File: config.mk
export PLATFORM = sky130hd
export DESIGN_NAME = uart_baud_rate_generator
export DESIGN_NICKNAME = d
export VERILOG_FILES = /design/src/baud_pkg.sv /design/src/fifo_if.sv /design/src/sync_fifo.sv /design/src/uart_baud_rate_generator.sv
export SDC_FILE = /design/constraint.sdc
export NUM_CORES = 1
export LEC_CHECK = 0
export BUFFER_PORTS_ARGS = -buffer_cell sky130_fd_sc_hd__buf_2
export CAP_MARGIN = 20
export CORE_ASPECT_RATIO = 1.1
export CORE_UTILIZATION = 45
export DETAILED_ROUTE_END_ITERATION = 8
export HOLD_SLACK_MARGIN = 0.02
export SETUP_SLACK_MARGIN = 0.3
export SYNTH_ARGS = -nofsm -noshare
export SYNTH_HDL_FRONTEND = slang
export SYNTH_SLANG_ARGS = --single-unit
File: constraint.sdc
create_clock -name clk_i -period 6.7 [get_ports clk_i]
set_input_delay 1.34 -clock clk_i [delete_from_list [all_inputs] [get_ports clk_i]]
set_output_delay 1.34 -clock clk_i [all_outputs]
set_load 0.005 [all_outputs]
File: src/baud_pkg.sv
// Constants shared by the baud rate generator and its serial engine
// What this block does
// - Each serial bit lasts a selectable 15 to 17 sub-bit ticks.
// - One sub-bit tick every divisor plus one cycles of the chosen base clock.
// - Selector codes 001 and 011 alternate two tick counts on successive bits.
// - 000=16, 001=16/17, 010=15, 011=15/16, 100=17 ticks per bit.
// - Frame: start, data 0..7, optional parity, one or two stop bits.
// - One tick and divisor setting times both transmit and receive bits.
// - Divisor 06 with selector 011 at 32.768 kHz gives 300 baud.
// - Receiver samples ticks 8, 7 and 6 of each bit and takes majority.
package baud_pkg;
  localparam int DATA_W = 8;
  localparam int FIFO_DEPTH = 8;
  // Avalon register word offsets (byte address / 4)
  localparam logic [3:0] REG_CTRL_ONE = 4'h0;
  localparam logic [3:0] REG_CTRL_TWO = 4'h1;
  localparam logic [3:0] REG_DIVISOR = 4'h2;
  localparam logic [3:0] REG_TX_DATA = 4'h3;
  localparam logic [3:0] REG_RX_DATA = 4'h4;
  localparam logic [3:0] REG_STATUS = 4'h5;
  // serial_control_one fields
  localparam int C1_TX_EN = 0;
  localparam int C1_RX_EN = 1;
  localparam int C1_PAR_EN = 2;
  localparam int C1_PAR_ODD = 3;
  localparam int C1_STOP2 = 4;
  localparam int C1_BASE_LO = 5;
  localparam int C1_BASE_HI = 6;
  // serial_control_two fields
  localparam int C2_TSEL_LO = 0;
  localparam int C2_TSEL_HI = 2;
  // Status fields
  localparam int ST_TX_FULL = 0;
  localparam int ST_RX_VALID = 1;
  localparam int ST_TX_BUSY = 2;
  localparam int ST_PAR_ERR = 3;
  localparam int ST_FRM_ERR = 4;
  localparam int ST_RX_OVR = 5;
  // Tick-count selector codes
  localparam logic [2:0] TSEL_16 = 3'h0;
  localparam logic [2:0] TSEL_16_17 = 3'h1;
  localparam logic [2:0] TSEL_15 = 3'h2;
  localparam logic [2:0] TSEL_15_16 = 3'h3;
  localparam logic [2:0] TSEL_17 = 3'h4;
  localparam logic [4:0] TICKS_15 = 5'h0F;
  localparam logic [4:0] TICKS_16 = 5'h10;
  localparam logic [4:0] TICKS_17 = 5'h11;
  // Down-counted tick index sample window
  localparam logic [4:0] SAMPLE_FIRST = 5'h08;
  localparam logic [4:0] SAMPLE_LAST = 5'h06;
  // Base clock prescale choices (clk/1, /2, /4, /8)
  localparam logic [2:0] PRE_MASK_1 = 3'h0;
  localparam logic [2:0] PRE_MASK_2 = 3'h1;
  localparam logic [2:0] PRE_MASK_4 = 3'h3;
  localparam logic [2:0] PRE_MASK_8 = 3'h7;
  localparam logic [7:0] DIVISOR_RESET = 8'h00;
  localparam logic [2:0] TSEL_RESET = 3'h0;
  localparam int DATA_BITS = 8;
endpackage

File: src/fifo_if.sv
// Handshake bundle between the register slave and the transmit FIFO
`timescale 1ns/10ps
interface fifo_if;
  logic [7:0] in_data;
  logic       in_valid;
  logic       in_ready;
  logic [7:0] out_data;
  logic       out_valid;
  logic       out_ready;
  modport fifo (
    input  in_data,
    input  in_valid,
    output in_ready,
    output out_data,
    output out_valid,
    input  out_ready
  );
  modport user (
    output in_data,
    output in_valid,
    input  in_ready,
    input  out_data,
    input  out_valid,
    output out_ready
  );
endinterface

File: src/sync_fifo.sv
// Parameterised synchronous FIFO with registered read data
`timescale 1ns/10ps
module sync_fifo #(
  parameter int WIDTH = 8,
  parameter int DEPTH = 8
) (
  input  wire logic clk_i,
  input  wire logic arst_n_i,
  fifo_if.fifo      port
);
  localparam int AW = $clog2(DEPTH);
  logic [WIDTH-1:0] mem [DEPTH];
  logic [AW-1:0]    wr_ptr_ff;
  logic [AW-1:0]    rd_ptr_ff;
  logic [AW:0]      count_ff;
  logic [WIDTH-1:0] out_ff;
  logic             out_valid_ff;
  logic             push;
  logic             pop_mem;

  // Output register refills when empty or being drained
  assign pop_mem = (count_ff != '0) && (!out_valid_ff || port.out_ready);
  assign push = port.in_valid && port.in_ready;
  assign port.in_ready = (count_ff + (AW+1)'(out_valid_ff) != (AW+1)'(DEPTH));
  assign port.out_data = out_ff;
  assign port.out_valid = out_valid_ff;

  always_ff @(posedge clk_i) begin
    if (push) begin
      mem[wr_ptr_ff] <= port.in_data;
    end
  end

  always_ff @(posedge clk_i or negedge arst_n_i) begin
    if (!arst_n_i) begin
      wr_ptr_ff <= '0;
      rd_ptr_ff <= '0;
      count_ff <= '0;
    end else begin
      if (push) begin
        wr_ptr_ff <= wr_ptr_ff + 1'b1;
      end
      if (pop_mem) begin
        rd_ptr_ff <= rd_ptr_ff + 1'b1;
      end
      count_ff <= count_ff + (AW+1)'(push) - (AW+1)'(pop_mem);
    end
  end

  always_ff @(posedge clk_i or negedge arst_n_i) begin
    if (!arst_n_i) begin
      out_ff <= '0;
      out_valid_ff <= 1'b0;
    end else if (pop_mem) begin
      out_ff <= mem[rd_ptr_ff];
      out_valid_ff <= 1'b1;
    end else if (port.out_ready) begin
      out_valid_ff <= 1'b0;
    end
  end
endmodule

File: src/uart_baud_rate_generator.sv
// UART with programmable sub-bit tick baud generator and Avalon-MM registers
`timescale 1ns/10ps
module uart_baud_rate_generator (
  input  wire logic        clk_i,
  input  wire logic        arst_n_i,
  input  wire logic [3:0]  avs_address_i,
  input  wire logic        avs_read_i,
  input  wire logic        avs_write_i,
  input  wire logic [31:0] avs_writedata_i,
  input  wire logic [3:0]  avs_byteenable_i,
  output logic      [31:0] avs_readdata_o,
  output logic             avs_waitrequest_o,
  input  wire logic        rxd_i,
  output logic             txd_o
);
  typedef enum logic [2:0] {IDLE, START, DATA, PARITY, STOP1, STOP2} frame_e;

  logic [7:0]  serial_control_one_ff;
  logic        tx_busy;
  logic [7:0]  baud_divisor_ff;
  logic [2:0]  tsel_ff;
  logic        ack_ff;
  logic        wr_hit;
  logic        rd_hit;
  logic [7:0]  rx_data_ff;
  logic        rx_valid_ff;
  logic        par_err_ff;
  logic        frm_err_ff;
  logic        ovr_ff;
  logic        rx_done;
  logic        rx_pe;
  logic        rx_fe;
  logic [7:0]  rx_byte;

  fifo_if tx_q ();

  sync_fifo #(
    .WIDTH (baud_pkg::DATA_W),
    .DEPTH (baud_pkg::FIFO_DEPTH)
  ) u_tx_fifo (
    .clk_i    (clk_i),
    .arst_n_i (arst_n_i),
    .port     (tx_q.fifo)
  );

  // Ticks for a bit: alternate phase 0 gives the lower count
  function automatic logic [4:0] bit_ticks(input logic [2:0] sel, input logic phase);
    logic [4:0] t;
    t = baud_pkg::TICKS_16;
    case (sel)
      baud_pkg::TSEL_16:    t = baud_pkg::TICKS_16;
      baud_pkg::TSEL_16_17: t = phase ? baud_pkg::TICKS_17 : baud_pkg::TICKS_16;
      baud_pkg::TSEL_15:    t = baud_pkg::TICKS_15;
      baud_pkg::TSEL_15_16: t = phase ? baud_pkg::TICKS_16 : baud_pkg::TICKS_15;
      baud_pkg::TSEL_17:    t = baud_pkg::TICKS_17;
      default:              t = baud_pkg::TICKS_16;
    endcase
    return t;
  endfunction

  // Bus slave: one wait state; writes land at the end of the cycle after it
  assign wr_hit = avs_write_i && ack_ff;
  assign rd_hit = avs_read_i && !ack_ff;

  always_ff @(posedge clk_i or negedge arst_n_i) begin
    if (!arst_n_i) begin
      ack_ff <= 1'b0;
      avs_waitrequest_o <= 1'b1;
    end else begin
      ack_ff <= (avs_read_i || avs_write_i) && !ack_ff;
      avs_waitrequest_o <= !((avs_read_i || avs_write_i) && !ack_ff);
    end
  end

  always_ff @(posedge clk_i or negedge arst_n_i) begin
    if (!arst_n_i) begin
      serial_control_one_ff <= '0;
      tsel_ff <= baud_pkg::TSEL_RESET;
      baud_divisor_ff <= baud_pkg::DIVISOR_RESET;
    end else if (wr_hit && avs_byteenable_i[0]) begin
      case (avs_address_i)
        baud_pkg::REG_CTRL_ONE: serial_control_one_ff <= avs_writedata_i[7:0];
        baud_pkg::REG_CTRL_TWO: tsel_ff <= avs_writedata_i[baud_pkg::C2_TSEL_HI:baud_pkg::C2_TSEL_LO];
        baud_pkg::REG_DIVISOR:  baud_divisor_ff <= avs_writedata_i[7:0];
        default: ;
      endcase
    end
  end

  assign tx_q.in_data = avs_writedata_i[7:0];
  // Writes to a full FIFO are dropped; status shows full beforehand
  assign tx_q.in_valid = wr_hit && avs_byteenable_i[0] && (avs_address_i == baud_pkg::REG_TX_DATA);

  always_ff @(posedge clk_i or negedge arst_n_i) begin
    if (!arst_n_i) begin
      avs_readdata_o <= '0;
    end else if (rd_hit) begin
      case (avs_address_i)
        baud_pkg::REG_CTRL_ONE: avs_readdata_o <= {24'h000000, serial_control_one_ff};
        baud_pkg::REG_CTRL_TWO: avs_readdata_o <= {29'h00000000, tsel_ff};
        baud_pkg::REG_DIVISOR:  avs_readdata_o <= {24'h000000, baud_divisor_ff};
        baud_pkg::REG_RX_DATA:  avs_readdata_o <= {24'h000000, rx_data_ff};
        baud_pkg::REG_STATUS:   avs_readdata_o <= {26'h0000000, ovr_ff, frm_err_ff, par_err_ff,
                                                   tx_busy, rx_valid_ff, !tx_q.in_ready};
        default:                avs_readdata_o <= 32'h00000000;
      endcase
    end
  end

  // Base clock prescaler and divisor: one sub-bit tick per (divisor+1) base pulses
  logic [2:0] pre_ff;
  logic [2:0] pre_mask;
  logic       base_en;
  logic [7:0] div_cnt_ff;
  logic       tick_ff;

  always_comb begin
    case (serial_control_one_ff[baud_pkg::C1_BASE_HI:baud_pkg::C1_BASE_LO])
      2'h0:    pre_mask = baud_pkg::PRE_MASK_1;
      2'h1:    pre_mask = baud_pkg::PRE_MASK_2;
      2'h2:    pre_mask = baud_pkg::PRE_MASK_4;
      default: pre_mask = baud_pkg::PRE_MASK_8;
    endcase
  end
  assign base_en = ((pre_ff & pre_mask) == pre_mask);

  always_ff @(posedge clk_i or negedge arst_n_i) begin
    if (!arst_n_i) begin
      pre_ff <= '0;
    end else begin
      pre_ff <= pre_ff + 1'b1;
    end
  end

  always_ff @(posedge clk_i or negedge arst_n_i) begin
    if (!arst_n_i) begin
      div_cnt_ff <= '0;
      tick_ff <= 1'b0;
    end else begin
      tick_ff <= 1'b0;
      if (base_en) begin
        if (div_cnt_ff >= baud_divisor_ff) begin
          div_cnt_ff <= '0;
          tick_ff <= 1'b1;
        end else begin
          div_cnt_ff <= div_cnt_ff + 1'b1;
        end
      end
    end
  end

  // Transmitter: shares tick and selector with the receiver
  frame_e     tx_st_ff;
  logic [4:0] tx_tcnt_ff;
  logic       tx_phase_ff;
  logic [7:0] tx_sh_ff;
  logic [2:0] tx_bit_ff;
  logic       tx_par_ff;
  logic       tx_bit_end;
  frame_e     tx_next;

  assign tx_busy = (tx_st_ff != IDLE);
  assign tx_bit_end = tick_ff && (tx_tcnt_ff == 5'h01);
  assign tx_q.out_ready = !tx_busy && serial_control_one_ff[baud_pkg::C1_TX_EN];

  // Next frame element after the current bit
  function automatic frame_e next_elem(input frame_e s, input logic last_data,
                                       input logic par_en, input logic two_stop);
    frame_e n;
    n = IDLE;
    case (s)
      START:   n = DATA;
      DATA:    n = !last_data ? DATA : (par_en ? PARITY : STOP1);
      PARITY:  n = STOP1;
      STOP1:   n = two_stop ? STOP2 : IDLE;
      default: n = IDLE;
    endcase
    return n;
  endfunction

  assign tx_next = next_elem(tx_st_ff, tx_bit_ff == 3'h7,
                             serial_control_one_ff[baud_pkg::C1_PAR_EN],
                             serial_control_one_ff[baud_pkg::C1_STOP2]);

  always_ff @(posedge clk_i or negedge arst_n_i) begin
    if (!arst_n_i) begin
      tx_st_ff <= IDLE;
      tx_tcnt_ff <= '0;
      tx_phase_ff <= 1'b0;
      tx_sh_ff <= '0;
      tx_bit_ff <= '0;
      tx_par_ff <= 1'b0;
      txd_o <= 1'b1;
    end else begin
      case (tx_st_ff)
        IDLE: begin
          txd_o <= 1'b1;
          if (tx_q.out_valid && tx_q.out_ready) begin
            tx_st_ff <= START;
            tx_sh_ff <= tx_q.out_data;
            tx_par_ff <= ^tx_q.out_data ^ serial_control_one_ff[baud_pkg::C1_PAR_ODD];
            tx_bit_ff <= '0;
            tx_phase_ff <= 1'b1;
            tx_tcnt_ff <= bit_ticks(tsel_ff, 1'b0);
            txd_o <= 1'b0;
          end
        end
        default: begin
          if (tick_ff) begin
            tx_tcnt_ff <= tx_tcnt_ff - 1'b1;
          end
          if (tx_bit_end) begin
            tx_st_ff <= tx_next;
            tx_phase_ff <= !tx_phase_ff;
            tx_tcnt_ff <= bit_ticks(tsel_ff, tx_phase_ff);
            if (tx_st_ff == DATA) begin
              tx_bit_ff <= tx_bit_ff + 1'b1;
              tx_sh_ff <= {1'b0, tx_sh_ff[7:1]};
            end
            case (tx_next)
              DATA:    txd_o <= (tx_st_ff == START) ? tx_sh_ff[0] : tx_sh_ff[1];
              PARITY:  txd_o <= tx_par_ff;
              default: txd_o <= 1'b1;
            endcase
          end
        end
      endcase
    end
  end

  // Receiver input: three flops, change counted when last two agree
  logic [2:0] rx_sync_ff;
  logic       rx_in_ff;

  always_ff @(posedge clk_i or negedge arst_n_i) begin
    if (!arst_n_i) begin
      rx_sync_ff <= 3'h7;
      rx_in_ff <= 1'b1;
    end else begin
      rx_sync_ff <= {rx_sync_ff[1:0], rxd_i};
      if (rx_sync_ff[1] == rx_sync_ff[2]) begin
        rx_in_ff <= rx_sync_ff[2];
      end
    end
  end

  frame_e     rx_st_ff;
  logic [4:0] rx_tcnt_ff;
  logic       rx_phase_ff;
  logic [1:0] rx_votes_ff;
  logic [7:0] rx_sh_ff;
  logic [2:0] rx_bit_ff;
  logic       rx_par_ff;
  logic       rx_prev_ff;
  logic       rx_bit;
  logic       rx_in_win;
  frame_e     rx_next;

  assign rx_in_win = (rx_tcnt_ff <= baud_pkg::SAMPLE_FIRST) &&
                     (rx_tcnt_ff >= baud_pkg::SAMPLE_LAST);
  assign rx_bit = rx_votes_ff[1];
  assign rx_next = next_elem(rx_st_ff, rx_bit_ff == 3'h7,
                             serial_control_one_ff[baud_pkg::C1_PAR_EN],
                             serial_control_one_ff[baud_pkg::C1_STOP2]);
  assign rx_byte = rx_sh_ff;

  always_ff @(posedge clk_i or negedge arst_n_i) begin
    if (!arst_n_i) begin
      rx_st_ff <= IDLE;
      rx_tcnt_ff <= '0;
      rx_phase_ff <= 1'b0;
      rx_votes_ff <= '0;
      rx_sh_ff <= '0;
      rx_bit_ff <= '0;
      rx_par_ff <= 1'b0;
      rx_prev_ff <= 1'b1;
      rx_done <= 1'b0;
      rx_pe <= 1'b0;
      rx_fe <= 1'b0;
    end else begin
      rx_done <= 1'b0;
      rx_prev_ff <= rx_in_ff;
      case (rx_st_ff)
        IDLE: begin
          if (serial_control_one_ff[baud_pkg::C1_RX_EN] && rx_prev_ff && !rx_in_ff) begin
            rx_st_ff <= START;
            rx_phase_ff <= 1'b1;
            rx_tcnt_ff <= bit_ticks(tsel_ff, 1'b0) - 5'h01;
            rx_votes_ff <= '0;
            rx_bit_ff <= '0;
            rx_par_ff <= serial_control_one_ff[baud_pkg::C1_PAR_ODD];
          end
        end
        default: begin
          if (tick_ff) begin
            // Majority of three samples at ticks 8..6 regardless of count
            if (rx_in_win && rx_in_ff) begin
              rx_votes_ff <= rx_votes_ff + 2'h1;
            end
            if (rx_tcnt_ff != '0) begin
              rx_tcnt_ff <= rx_tcnt_ff - 1'b1;
            end else begin
              rx_votes_ff <= '0;
              rx_phase_ff <= !rx_phase_ff;
              rx_tcnt_ff <= bit_ticks(tsel_ff, rx_phase_ff) - 5'h01;
              rx_st_ff <= rx_next;
              case (rx_st_ff)
                START: begin
                  // Noise on the start bit aborts and waits for a new edge
                  if (rx_bit) begin
                    rx_st_ff <= IDLE;
                  end
                end
                DATA: begin
                  rx_sh_ff <= {rx_bit, rx_sh_ff[7:1]};
                  rx_par_ff <= rx_par_ff ^ rx_bit;
                  rx_bit_ff <= rx_bit_ff + 1'b1;
                end
                PARITY: rx_pe <= (rx_bit != rx_par_ff);
                STOP1: begin
                  rx_fe <= !rx_bit;
                  if (!serial_control_one_ff[baud_pkg::C1_PAR_EN]) begin
                    rx_pe <= 1'b0;
                  end
                  // Second stop bit is timed but not checked
                  rx_done <= !serial_control_one_ff[baud_pkg::C1_STOP2];
                end
                STOP2: rx_done <= 1'b1;
                default: ;
              endcase
            end
          end
        end
      endcase
    end
  end

  // Receive buffer and sticky flags; set wins over read clear
  logic rx_read;
  assign rx_read = rd_hit && (avs_address_i == baud_pkg::REG_RX_DATA);

  always_ff @(posedge clk_i or negedge arst_n_i) begin
    if (!arst_n_i) begin
      rx_data_ff <= '0;
      rx_valid_ff <= 1'b0;
      par_err_ff <= 1'b0;
      frm_err_ff <= 1'b0;
      ovr_ff <= 1'b0;
    end else if (rx_done) begin
      if (rx_valid_ff && !rx_read) begin
        ovr_ff <= 1'b1;
      end else begin
        rx_data_ff <= rx_byte;
        rx_valid_ff <= 1'b1;
        par_err_ff <= rx_pe;
        frm_err_ff <= rx_fe;
      end
    end else if (rx_read) begin
      rx_valid_ff <= 1'b0;
      par_err_ff <= 1'b0;
      frm_err_ff <= 1'b0;
      ovr_ff <= 1'b0;
    end
  end
endmodule

Word-level counts from Yosys, hierarchy flattened
Memory sizes are Yosys's and may differ from the RTL's. A register that Yosys moved wholly into a read port is not among the register bits.
Cells that the tools add are included.
{"block": "op_classes", "n_addsub": 14, "magnitude_cmp": 3, "eq_ne": 36, "muxes": 94, "n_bitwise": 6, "reduce_logical": 64}
{"cell": "two-way mux 5 bit", "count": 15}
{"cell": "two-way mux 3 bit", "count": 22}
{"cell": "two-way mux 8 bit", "count": 5}
{"cell": "case mux 5 bit (4 select lines)", "count": 2}
{"cell": "case mux 8 bit (5 select lines)", "count": 1}
{"cell": "two-way mux 1 bit", "count": 37}
{"cell": "== test 3 x 2 -> 1 bit (second input constant)", "count": 8}
{"cell": "case mux 3 bit (4 select lines)", "count": 2}
{"cell": "AND reduction 2 bit", "count": 10}
{"cell": "subtractor 5 x 1 -> 5 bit (second input constant)", "count": 4}
{"cell": "== test 3 bit (second input constant)", "count": 6}
{"cell": "logical AND 1 bit", "count": 16}
{"cell": "adder 3 x 1 -> 3 bit (second input constant)", "count": 5}
{"cell": "nonzero test 2 bit", "count": 7}
{"cell": "zero test 1 bit", "count": 12}
{"cell": "AND reduction 4 bit", "count": 3}
{"cell": "two-way mux 2 bit", "count": 5}
{"cell": "case mux 5 bit (2 select lines)", "count": 1}
{"cell": "== test 3 x 1 -> 1 bit (second input constant)", "count": 3}
{"cell": "case mux 3 bit (3 select lines)", "count": 1}
{"cell": "AND reduction 3 bit", "count": 3}
{"cell": "adder 4 x 1 -> 4 bit", "count": 2}
{"cell": "adder 8 x 1 -> 8 bit (second input constant)", "count": 1}
{"cell": "== test 4 x 2 -> 1 bit (second input constant)", "count": 2}
{"cell": "other kinds (31)", "count": 44}
{"block": "word_totals", "reg_bits": 141, "ram_bits": 64, "elab_cells": 256, "mem_count": 1}
{"memory": "u_tx_fifo.mem", "words": 8, "word_bits": 8, "rd": 1, "rd_ports_with_merged_regs": 1, "write_ports": 1, "line": "sync_fifo.sv:12", "text": "logic [WIDTH-1:0] mem [DEPTH];"}

Logic depth before layout (Yosys ltp)
Gate-level depths: netlist of run 1.
{"block": "depth", "ltp_word": 9, "mapped_depth": 11, "mapped_depth_nobuf": 10}

Hierarchy
Synthesis of run 1 repeated with hierarchy kept, for this count alone.
{"block": "hier_totals", "hier_cells": 795, "hier_area_um2": 9061.2}
{"mod": "uart_baud_rate_generator", "instances": 1, "cells_per_inst": 574, "area_each_um2": 5622.9, "seq_area_each_um2": 2661.3}
{"mod": "sync_fifo", "instances": 1, "cells_per_inst": 221, "area_each_um2": 3438.3, "seq_area_each_um2": 2397.3}

Least setup slack after synthesis of run 1
Ideal clock, no wire load.
{"block": "synth_timing", "path_type": "input to register", "startpoint": "input port avs_address_i[2]", "endpoint": "memory u_tx_fifo.mem[2][0], enable pin", "setup_ns": 0.385, "arrival_ns": 3.172, "t_required_ns": 6.315, "path_slack_ns": 3.142, "path_stages": 6, "path_cell_list": "clkbuf_1 > nor2_1 > nand4_1 > nor3_2 > nand2b_1 > nor3b_1"}
{"block": "synth_via", "elab_chain_len": 5}
{"element": "from (decl)", "line": "uart_baud_rate_generator.sv:6", "text": "input wire logic [3:0] avs_address_i,"}
{"element": "== test 4 x 2 -> 1 bit", "line": "uart_baud_rate_generator.sv:92", "text": "assign tx_q.in_valid = wr_hit && avs_byteenable_i[0] && (avs_address_i == baud_pkg::REG_TX_DATA);"}
{"element": "logical AND 1 bit", "line": "uart_baud_rate_generator.sv:92"}
{"element": "logical AND 1 bit", "line": "sync_fifo.sv:23", "text": "assign push = port.in_valid && port.in_ready;"}
{"element": "named net u_tx_fifo.push", "line": "sync_fifo.sv:18", "text": "logic push;"}
{"element": "two-way mux 1 bit", "line": "sync_fifo.sv:29", "text": "if (push) begin"}
{"element": "two-way mux 1 bit (not written as such)", "line": "sync_fifo.sv:30", "text": "mem[wr_ptr_ff] <= port.in_data;"}
{"element": "to (decl)", "line": "sync_fifo.sv:12"}
The timed path passes the listed nets, and every way through them passes these cells.

Worst setup path in the final report of run 1
{"block": "layout_timing", "startpoint": "input port avs_address_i[2]", "endpoint": "memory u_tx_fifo.mem[7][1], enable pin"}
Same word-level chain as after synthesis.

==> results.yml, run 1 <==
global_routing:
  grt_pass1_wl_um: 29400
  antenna_found_initial: 0
  grt_max_degree: 76
  grt_overflow: 0
  grt_util_all_layers_pct: 19.0
  grt_pass1_vias: 5769
timing:
  finalHoldViolCount: 0
  period_share_pct: 51.0
  max_slew.worst_pin.slew_ns: 1.00
  clock_skew_ns: 0.00908
  setup_viol: 0
  fin_crit_ns: 3.41
  setup_ws_ns: 3.29
  fmax_mhz: 293
  fin_setup_tns_ns: 0
  grt_setup_unrepaired: "no"
  slew_headroom_pct: 33.1
  maxSlewViolCount: 0
logic_synthesis:
  synth_edf_count: 64
  synth_area_per_cell_um2: 11.7
  async_reset_ff_share_pct: 66.1
  yosys_warnings: 0
  ys_seq_elements: 189
  syn_inst: 769
  synth_area_mm2: 0.00897
  synth_ff_type: "dfrtp_1"
  ys_types: 69
  ys_seq_area_share_pct: 56.4
power_and_ir_drop:
  p_per_area_mw_per_mm2: 349
  p_sw_share_pct: 31.9
  p_leak_uw: 0.00412
  ir_worst_vdd_uv: 185
  internal-power_uw: 2330
  clock_power_share_pct: 27.8
  p_switching_uw: 1090
  comb_power_share_pct: 26.0
  pwr-share-seq_pct: 46.2
routing:
  ant_nets: 0
  vias: 5791
  drtPass1Iterations: 5
  dr.first_iter.drc_count: 308
  totalWireLength_um: 17700
  via_per_inst: 5.50
  wl_per_cell_um: 16.8
  drc: 0
clocking:
  cts_setup_buffers: 0
  clkTransAtPathRegs_ns: 0.07
  cts-hold-fix-buffers: 0
  clkLatencyLatePin_ns: 0.42
  htreeDepth: 4
  clock_path_buffers: 2
  cts_resized: 0
  cts.sinks: 189
  root_buffer: "clkbuf_16"
  cts_buffers: 17
  cts_tree: "yes"
floorplan:
  rows: 53
  start_util_pct: 46.5
  die-height_um: 150
  io_pins: 79
  die-area_mm2: 0.0205
  fp.dieW_um: 137
  core_area_mm2: 0.0193
finish:
  instances_no_fill: 1052
  diodes: 0
  layout_commonest_cell: "dfrtp_1"
  drive_gt1_share_pct: 17.1
  num-fill-cells: 1679
  syn2layout_area_growth_pct: 9.54
  final_cell_mix: "dfrtp_1, nand2_1, edfxtp_1"
  nets: 865
placed_design:
  globalplace.congestion: 0.792
  numPlacedInstances: 1019
  io_buffer_count: 27
  hpwl_um: 12300
  pre_cts_slack_ns: 2.89
critical_path:
  critPathRequiredTime_ns: 6.75
  cpMaxStageDelayCell: "nor2_1"
  setup.worst_path.end_class: "register"
  worstPathArrival_ns: 3.47
  path_max_fanout: 9
  start_kind: "primary input"
  cp_common_cell: "nor2_1"
  cp_cell_sequence: "buf_2 > nor2_1 > nand4_1 > nor3_2 > nand2_1 > nor2_1"
  path_class: "in2reg"
  critical_path.max_stage_delay_ns: 0.65
hold_path:
  hp-class: "reg2reg"
run:
  cap_violations: 0
run_status:
  outcome: "completed"
-- kinds of logic after synthesis --
kind of cell,count (synthesis),share of synthesized area [%]
buffers and inverters,88,4.98
AND/OR/NAND/NOR,221,11.8
other,1,0.0418
AO/OA/AOI/OAI,151,10.2
flip-flops,189,56.4
adder cells (fa/ha/maj),29,4.10
XOR/XNOR,25,2.44
multiplexers,65,9.99
-- final timing paths --
path	startpoint	endpoint	slack (ns)	depth (start not counted)
max	avs_address_i[2]	u_tx_fifo.mem[7][1]	3.29	6
max reg2reg	rx_st_ff[1]	rx_tcnt_ff[2]	3.95	8
min reg2reg	rx_sync_ff[0]	rx_sync_ff[1]	0.36	0
min in group asynchronous	arst_n_i	u_tx_fifo.port.out_data[1]	0.95	1
max in group asynchronous	arst_n_i	rx_tcnt_ff[3]	4.33	2
min	rx_sync_ff[0]	rx_sync_ff[1]	0.36	0
-- metal layers --
layer,vias to the layer above,share of wire (%),GRT usage [%]
met5,-,0,0
met4,0,1.5,6.28
met3,21,3.0,3.25
met2,110,51,31.9
met1,2908,45,24.7
li1,2752,-,-
-- worst max-delay path, delay by kind of cell --
| kind | cells | cell delay [ns] |
|---|---|---|
| AND/OR/NAND/NOR | 5 | 1.96 |
| buffers and inverters | 1 | 0.16 |
-- state kept, by name, indices dropped and copies added (netlist names), 4 cells and up --
signal	count
u_tx_fifo.count_ff	4
u_tx_fifo.mem	64
tx_tcnt_ff	5
avs_readdata_o	8
div_cnt_ff	8
serial_control_one_ff	8
rx_byte	8
rx_data_ff	8
u_tx_fifo.port.out_data	8
rx_tcnt_ff	5
tx_sh_ff	8
baud_divisor_ff	8
-- Yosys cell counts, drive strengths merged, types with 3 or more instances --
| cell | count | area, µm² |
|---|---|---|
| a211oi | 3 | 27.5 |
| a21o | 6 | 45.0 |
| a21oi | 38 | 190 |
| a22o | 3 | 26.3 |
| a22oi | 8 | 60.1 |
| a31oi | 14 | 87.6 |
| and3 | 4 | 25.0 |
| buf | 36 | 241 |
| clkbuf | 21 | 88.8 |
| dfrtp | 118 | 2950 |
| dfstp | 7 | 184 |
| edfxtp | 64 | 1920 |
| ha | 27 | 338 |
| inv | 31 | 116 |
| mux2 | 36 | 405 |
| mux2i | 13 | 130 |
| mux4 | 16 | 360 |
| nand2 | 86 | 323 |
| nand2b | 8 | 50.1 |
| nand3 | 6 | 30.0 |
| nand3b | 3 | 22.5 |
| nand4 | 4 | 25.0 |
| nand4b | 3 | 32.5 |
| nor2 | 60 | 230 |
| nor2b | 5 | 31.3 |
| nor3 | 19 | 111 |
| nor3b | 6 | 45.0 |
| o21ai | 56 | 280 |
| o31ai | 7 | 66.3 |
| or3 | 3 | 23.8 |
| xnor2 | 16 | 140 |
| xor2 | 9 | 78.8 |
-- power by group through the flow --
stage / Sequential (µW) / Combinational, µW / Clock (µW)
detailed placement: 1620 / 865 / 0
floorplan: 1490 / 766 / 0
finish: 1580 / 891 / 951
CTS: 1600 / 869 / 971
global placement: 1610 / 824 / 0
global route: 1620 / 1010 / 1020
-- layout make-up --
type / instances / area [µm²] / share of cell area [%]
multi-input combinational: 515 / 3550 / 36.1
sequential: 189 / 5060 / 51.5
clock buffer: 22 / 445 / 4.53
timing repair buffer: 38 / 238 / 2.42
tap: 247 / 309 / 3.15
clock inverter: 10 / 108 / 1.10
inverter: 31 / 116 / 1.18
-- per-stage QoR --
| stage | hold slack (ns) | area, µm² | power, µW | utilization (%) |
|---|---|---|---|---|
| 5_1_grt | 0.365 | 9820 | 3650 | 50.9 |
| 2_1_floorplan | 0.345 | 9050 | 2260 | - |
| 3_3_place_gp | 0.347 | 9240 | 2440 | 47.9 |
| 6_report | 0.358 | 9820 | 3430 | 50.9 |
| 3_5_place_dp | 0.350 | 9240 | 2490 | 47.9 |
| 4_1_cts | 0.360 | 9800 | 3440 | 50.8 |
Power figures use the tool's default switching activity.
==> run 2: changes to the inputs <==
==> constraint.sdc (replaced) <==
create_clock -name clk_i -period 3.52 [get_ports clk_i]
set_input_delay 0.704 -clock clk_i [delete_from_list [all_inputs] [get_ports clk_i]]
set_output_delay 0.704 -clock clk_i [all_outputs]
set_load 0.005 [all_outputs]
==> run 2 against run 1 <==
Net effect: clock power is 91% higher; combinational power rose by 92%; highest routed layer unchanged; first-iteration DRC count rose by 0.65%; critical endpoint is now u_tx_fifo.count_ff[2]; clock skew rose by 0.0022 ns; non-clock buffer count is 9 higher; largest power group unchanged; count of clock-buffer cells in the layout fell by 3.
==> results.yml, run 2 (synthesized netlist as in run 1, its figures left out) <==
global_routing:
  grt_util_all_layers_pct: 19.1
  grt_pass1_vias: 5788
  antenna_found_initial: 0
  grt_overflow: 0
  grt_max_degree: 46
  grt_pass1_wl_um: 29600
run:
  cap_violations: 0
finish:
  final_cell_mix: "dfrtp_1, nand2_1, edfxtp_1"
  drive_gt1_share_pct: 18.4
  nets: 874
  largest_register: "u_tx_fifo.mem"
  num-fill-cells: 1678
  layout_commonest_cell: "dfrtp_1"
  largest_reg_flops: 64
  instances_no_fill: 1061
  syn2layout_area_growth_pct: 10.3
  fin_area_mm2: 0.00989
  diodes: 0
timing:
  worst_hold_slack_ns: 0.304
  max_slew.worst_pin.slew_ns: 0.802
  setup_viol: 0
  slew_headroom_pct: 46.5
  maxSlewViolCount: 0
  fmax_mhz: 369
  finalHoldViolCount: 0
  clock_skew_ns: 0.0113
  grt_setup_unrepaired: "no"
  fin_setup_tns_ns: 0
  fin_crit_ns: 2.71
  period_share_pct: 76.9
critical_path:
  start_kind: "register"
  reg2reg_depth: 8
  timing.rr.start: "u_tx_fifo.port.out_valid"
  critPathRequiredTime_ns: 3.84
  path_max_fanout: 6
  setup.worst_path.end_class: "register"
  reg2reg_to: "u_tx_fifo.count_ff[2]"
  path_class: "reg2reg"
  reg2reg_slack_ns: 0.81
  worstPathArrival_ns: 3.03
clocking:
  cts.sinks: 189
  htreeDepth: 4
  cts_resized: 0
  clkLatencyLatePin_ns: 0.43
  cts-hold-fix-buffers: 0
  clkTransAtPathRegs_ns: 0.07
  root_buffer: "clkbuf_16"
  clock_path_buffers: 2
  cts_setup_buffers: 0
  cts_tree: "yes"
  cts_buffers: 17
routing:
  dr.first_iter.drc_count: 310
  vias: 5727
  via_per_inst: 5.40
  wl_per_cell_um: 16.8
  ant_nets: 0
  drc: 0
  totalWireLength_um: 17800
  drtPass1Iterations: 4
power_and_ir_drop:
  pwr-share-seq_pct: 45.9
  p_sw_share_pct: 32.6
  clock_power_share_pct: 27.9
  ir_worst_vdd_uv: 356
  internal-power_uw: 4390
  p_leak_uw: 0.00417
  comb_power_share_pct: 26.2
  p_per_area_mw_per_mm2: 658
  p_switching_uw: 2120
placed_design:
  hpwl_um: 12700
  numPlacedInstances: 1029
  postPlaceCellArea_mm2: 0.00933
  io_buffer_count: 27
  globalplace.congestion: 0.864
floorplan:
  start_util_pct: 46.5
  rows: 53
  io_pins: 79
  core_area_mm2: 0.0193
  die-height_um: 150
  die-area_mm2: 0.0205
  fp.dieW_um: 137
hold_path:
  hp-class: "in2async"
run_status:
  outcome: "completed"
-- run 2: changes by cell type in the layout (fill, tap and decap cells not counted), moves of 2 or more --
| cell | previous run | this run |
|---|---|---|
| buf_4 | 10 | 20 |
| clkbuf_1 | 4 | 1 |
| clkinv_2 | 1 | 3 |
| clkinvlp_4 | 0 | 2 |
-- run 2: routing by layer --
| metal | part of all wire, % | GRT usage (%) | vias to the layer above |
|---|---|---|---|
| met2 | 50 | 31.3 | 109 |
| met4 | 1.5 | 6.89 | 0 |
| met5 | 0 | 0 | - |
| met3 | 3.1 | 3.66 | 14 |
| li1 | - | - | 2764 |
| met1 | 46 | 25.1 | 2840 |
-- run 2: worst max-delay path: stages, from the launching register on --
cell	delay, ns
dfrtp_1	0.42
ha_1	0.24
ha_1	0.20
xor2_1	0.17
nor4_1	0.53
nor3_2	0.21
ha_1	0.28
fa_1	0.39
xor2_1	0.17
-- run 2: worst max-delay path by stage --
stage                             to                      from  slack (ns)  depth (start not counted)
2_1_floorplan    u_tx_fifo.mem[2][0]          avs_address_i[2]        0.60                          6
4_1_cts        u_tx_fifo.count_ff[2]  u_tx_fifo.port.out_valid        0.80                          8
6_report       u_tx_fifo.count_ff[2]  u_tx_fifo.port.out_valid        0.81                          8
3_3_place_gp     u_tx_fifo.mem[2][3]          avs_address_i[2]        0.78                          8
3_5_place_dp     u_tx_fifo.mem[2][1]          avs_address_i[2]        0.73                          8
5_1_grt        u_tx_fifo.count_ff[2]  u_tx_fifo.port.out_valid        0.67                          8
-- run 2: final cells by class --
type	instances	area (µm²)	share of cell area [%]
clock buffer	19	454	4.59
inverter	31	116	1.18
tap	247	309	3.12
clock inverter	13	105	1.06
sequential	189	5060	51.1
multi-input combinational	515	3550	35.9
timing repair buffer	47	300	3.04
-- run 2: power groups by stage --
stage               Sequential, µW  Clock (µW)  Combinational, µW
CTS                           2990        1850               1740
finish                        2990        1820               1710
detailed placement            3020           0               1730
floorplan                     2850           0               1460
global route                  3040        1930               1960
global placement              3010           0               1670
-- run 2: through the flow --
step,total power [µW],worst slack (ns),util (%)
after detailed placement,4760,0.726,48.4
after CTS,6580,0.805,51.3
after global placement,4680,0.775,48.4
after global routing,6930,0.674,51.3
after floorplan,4300,0.598,-
final,6510,0.813,51.3
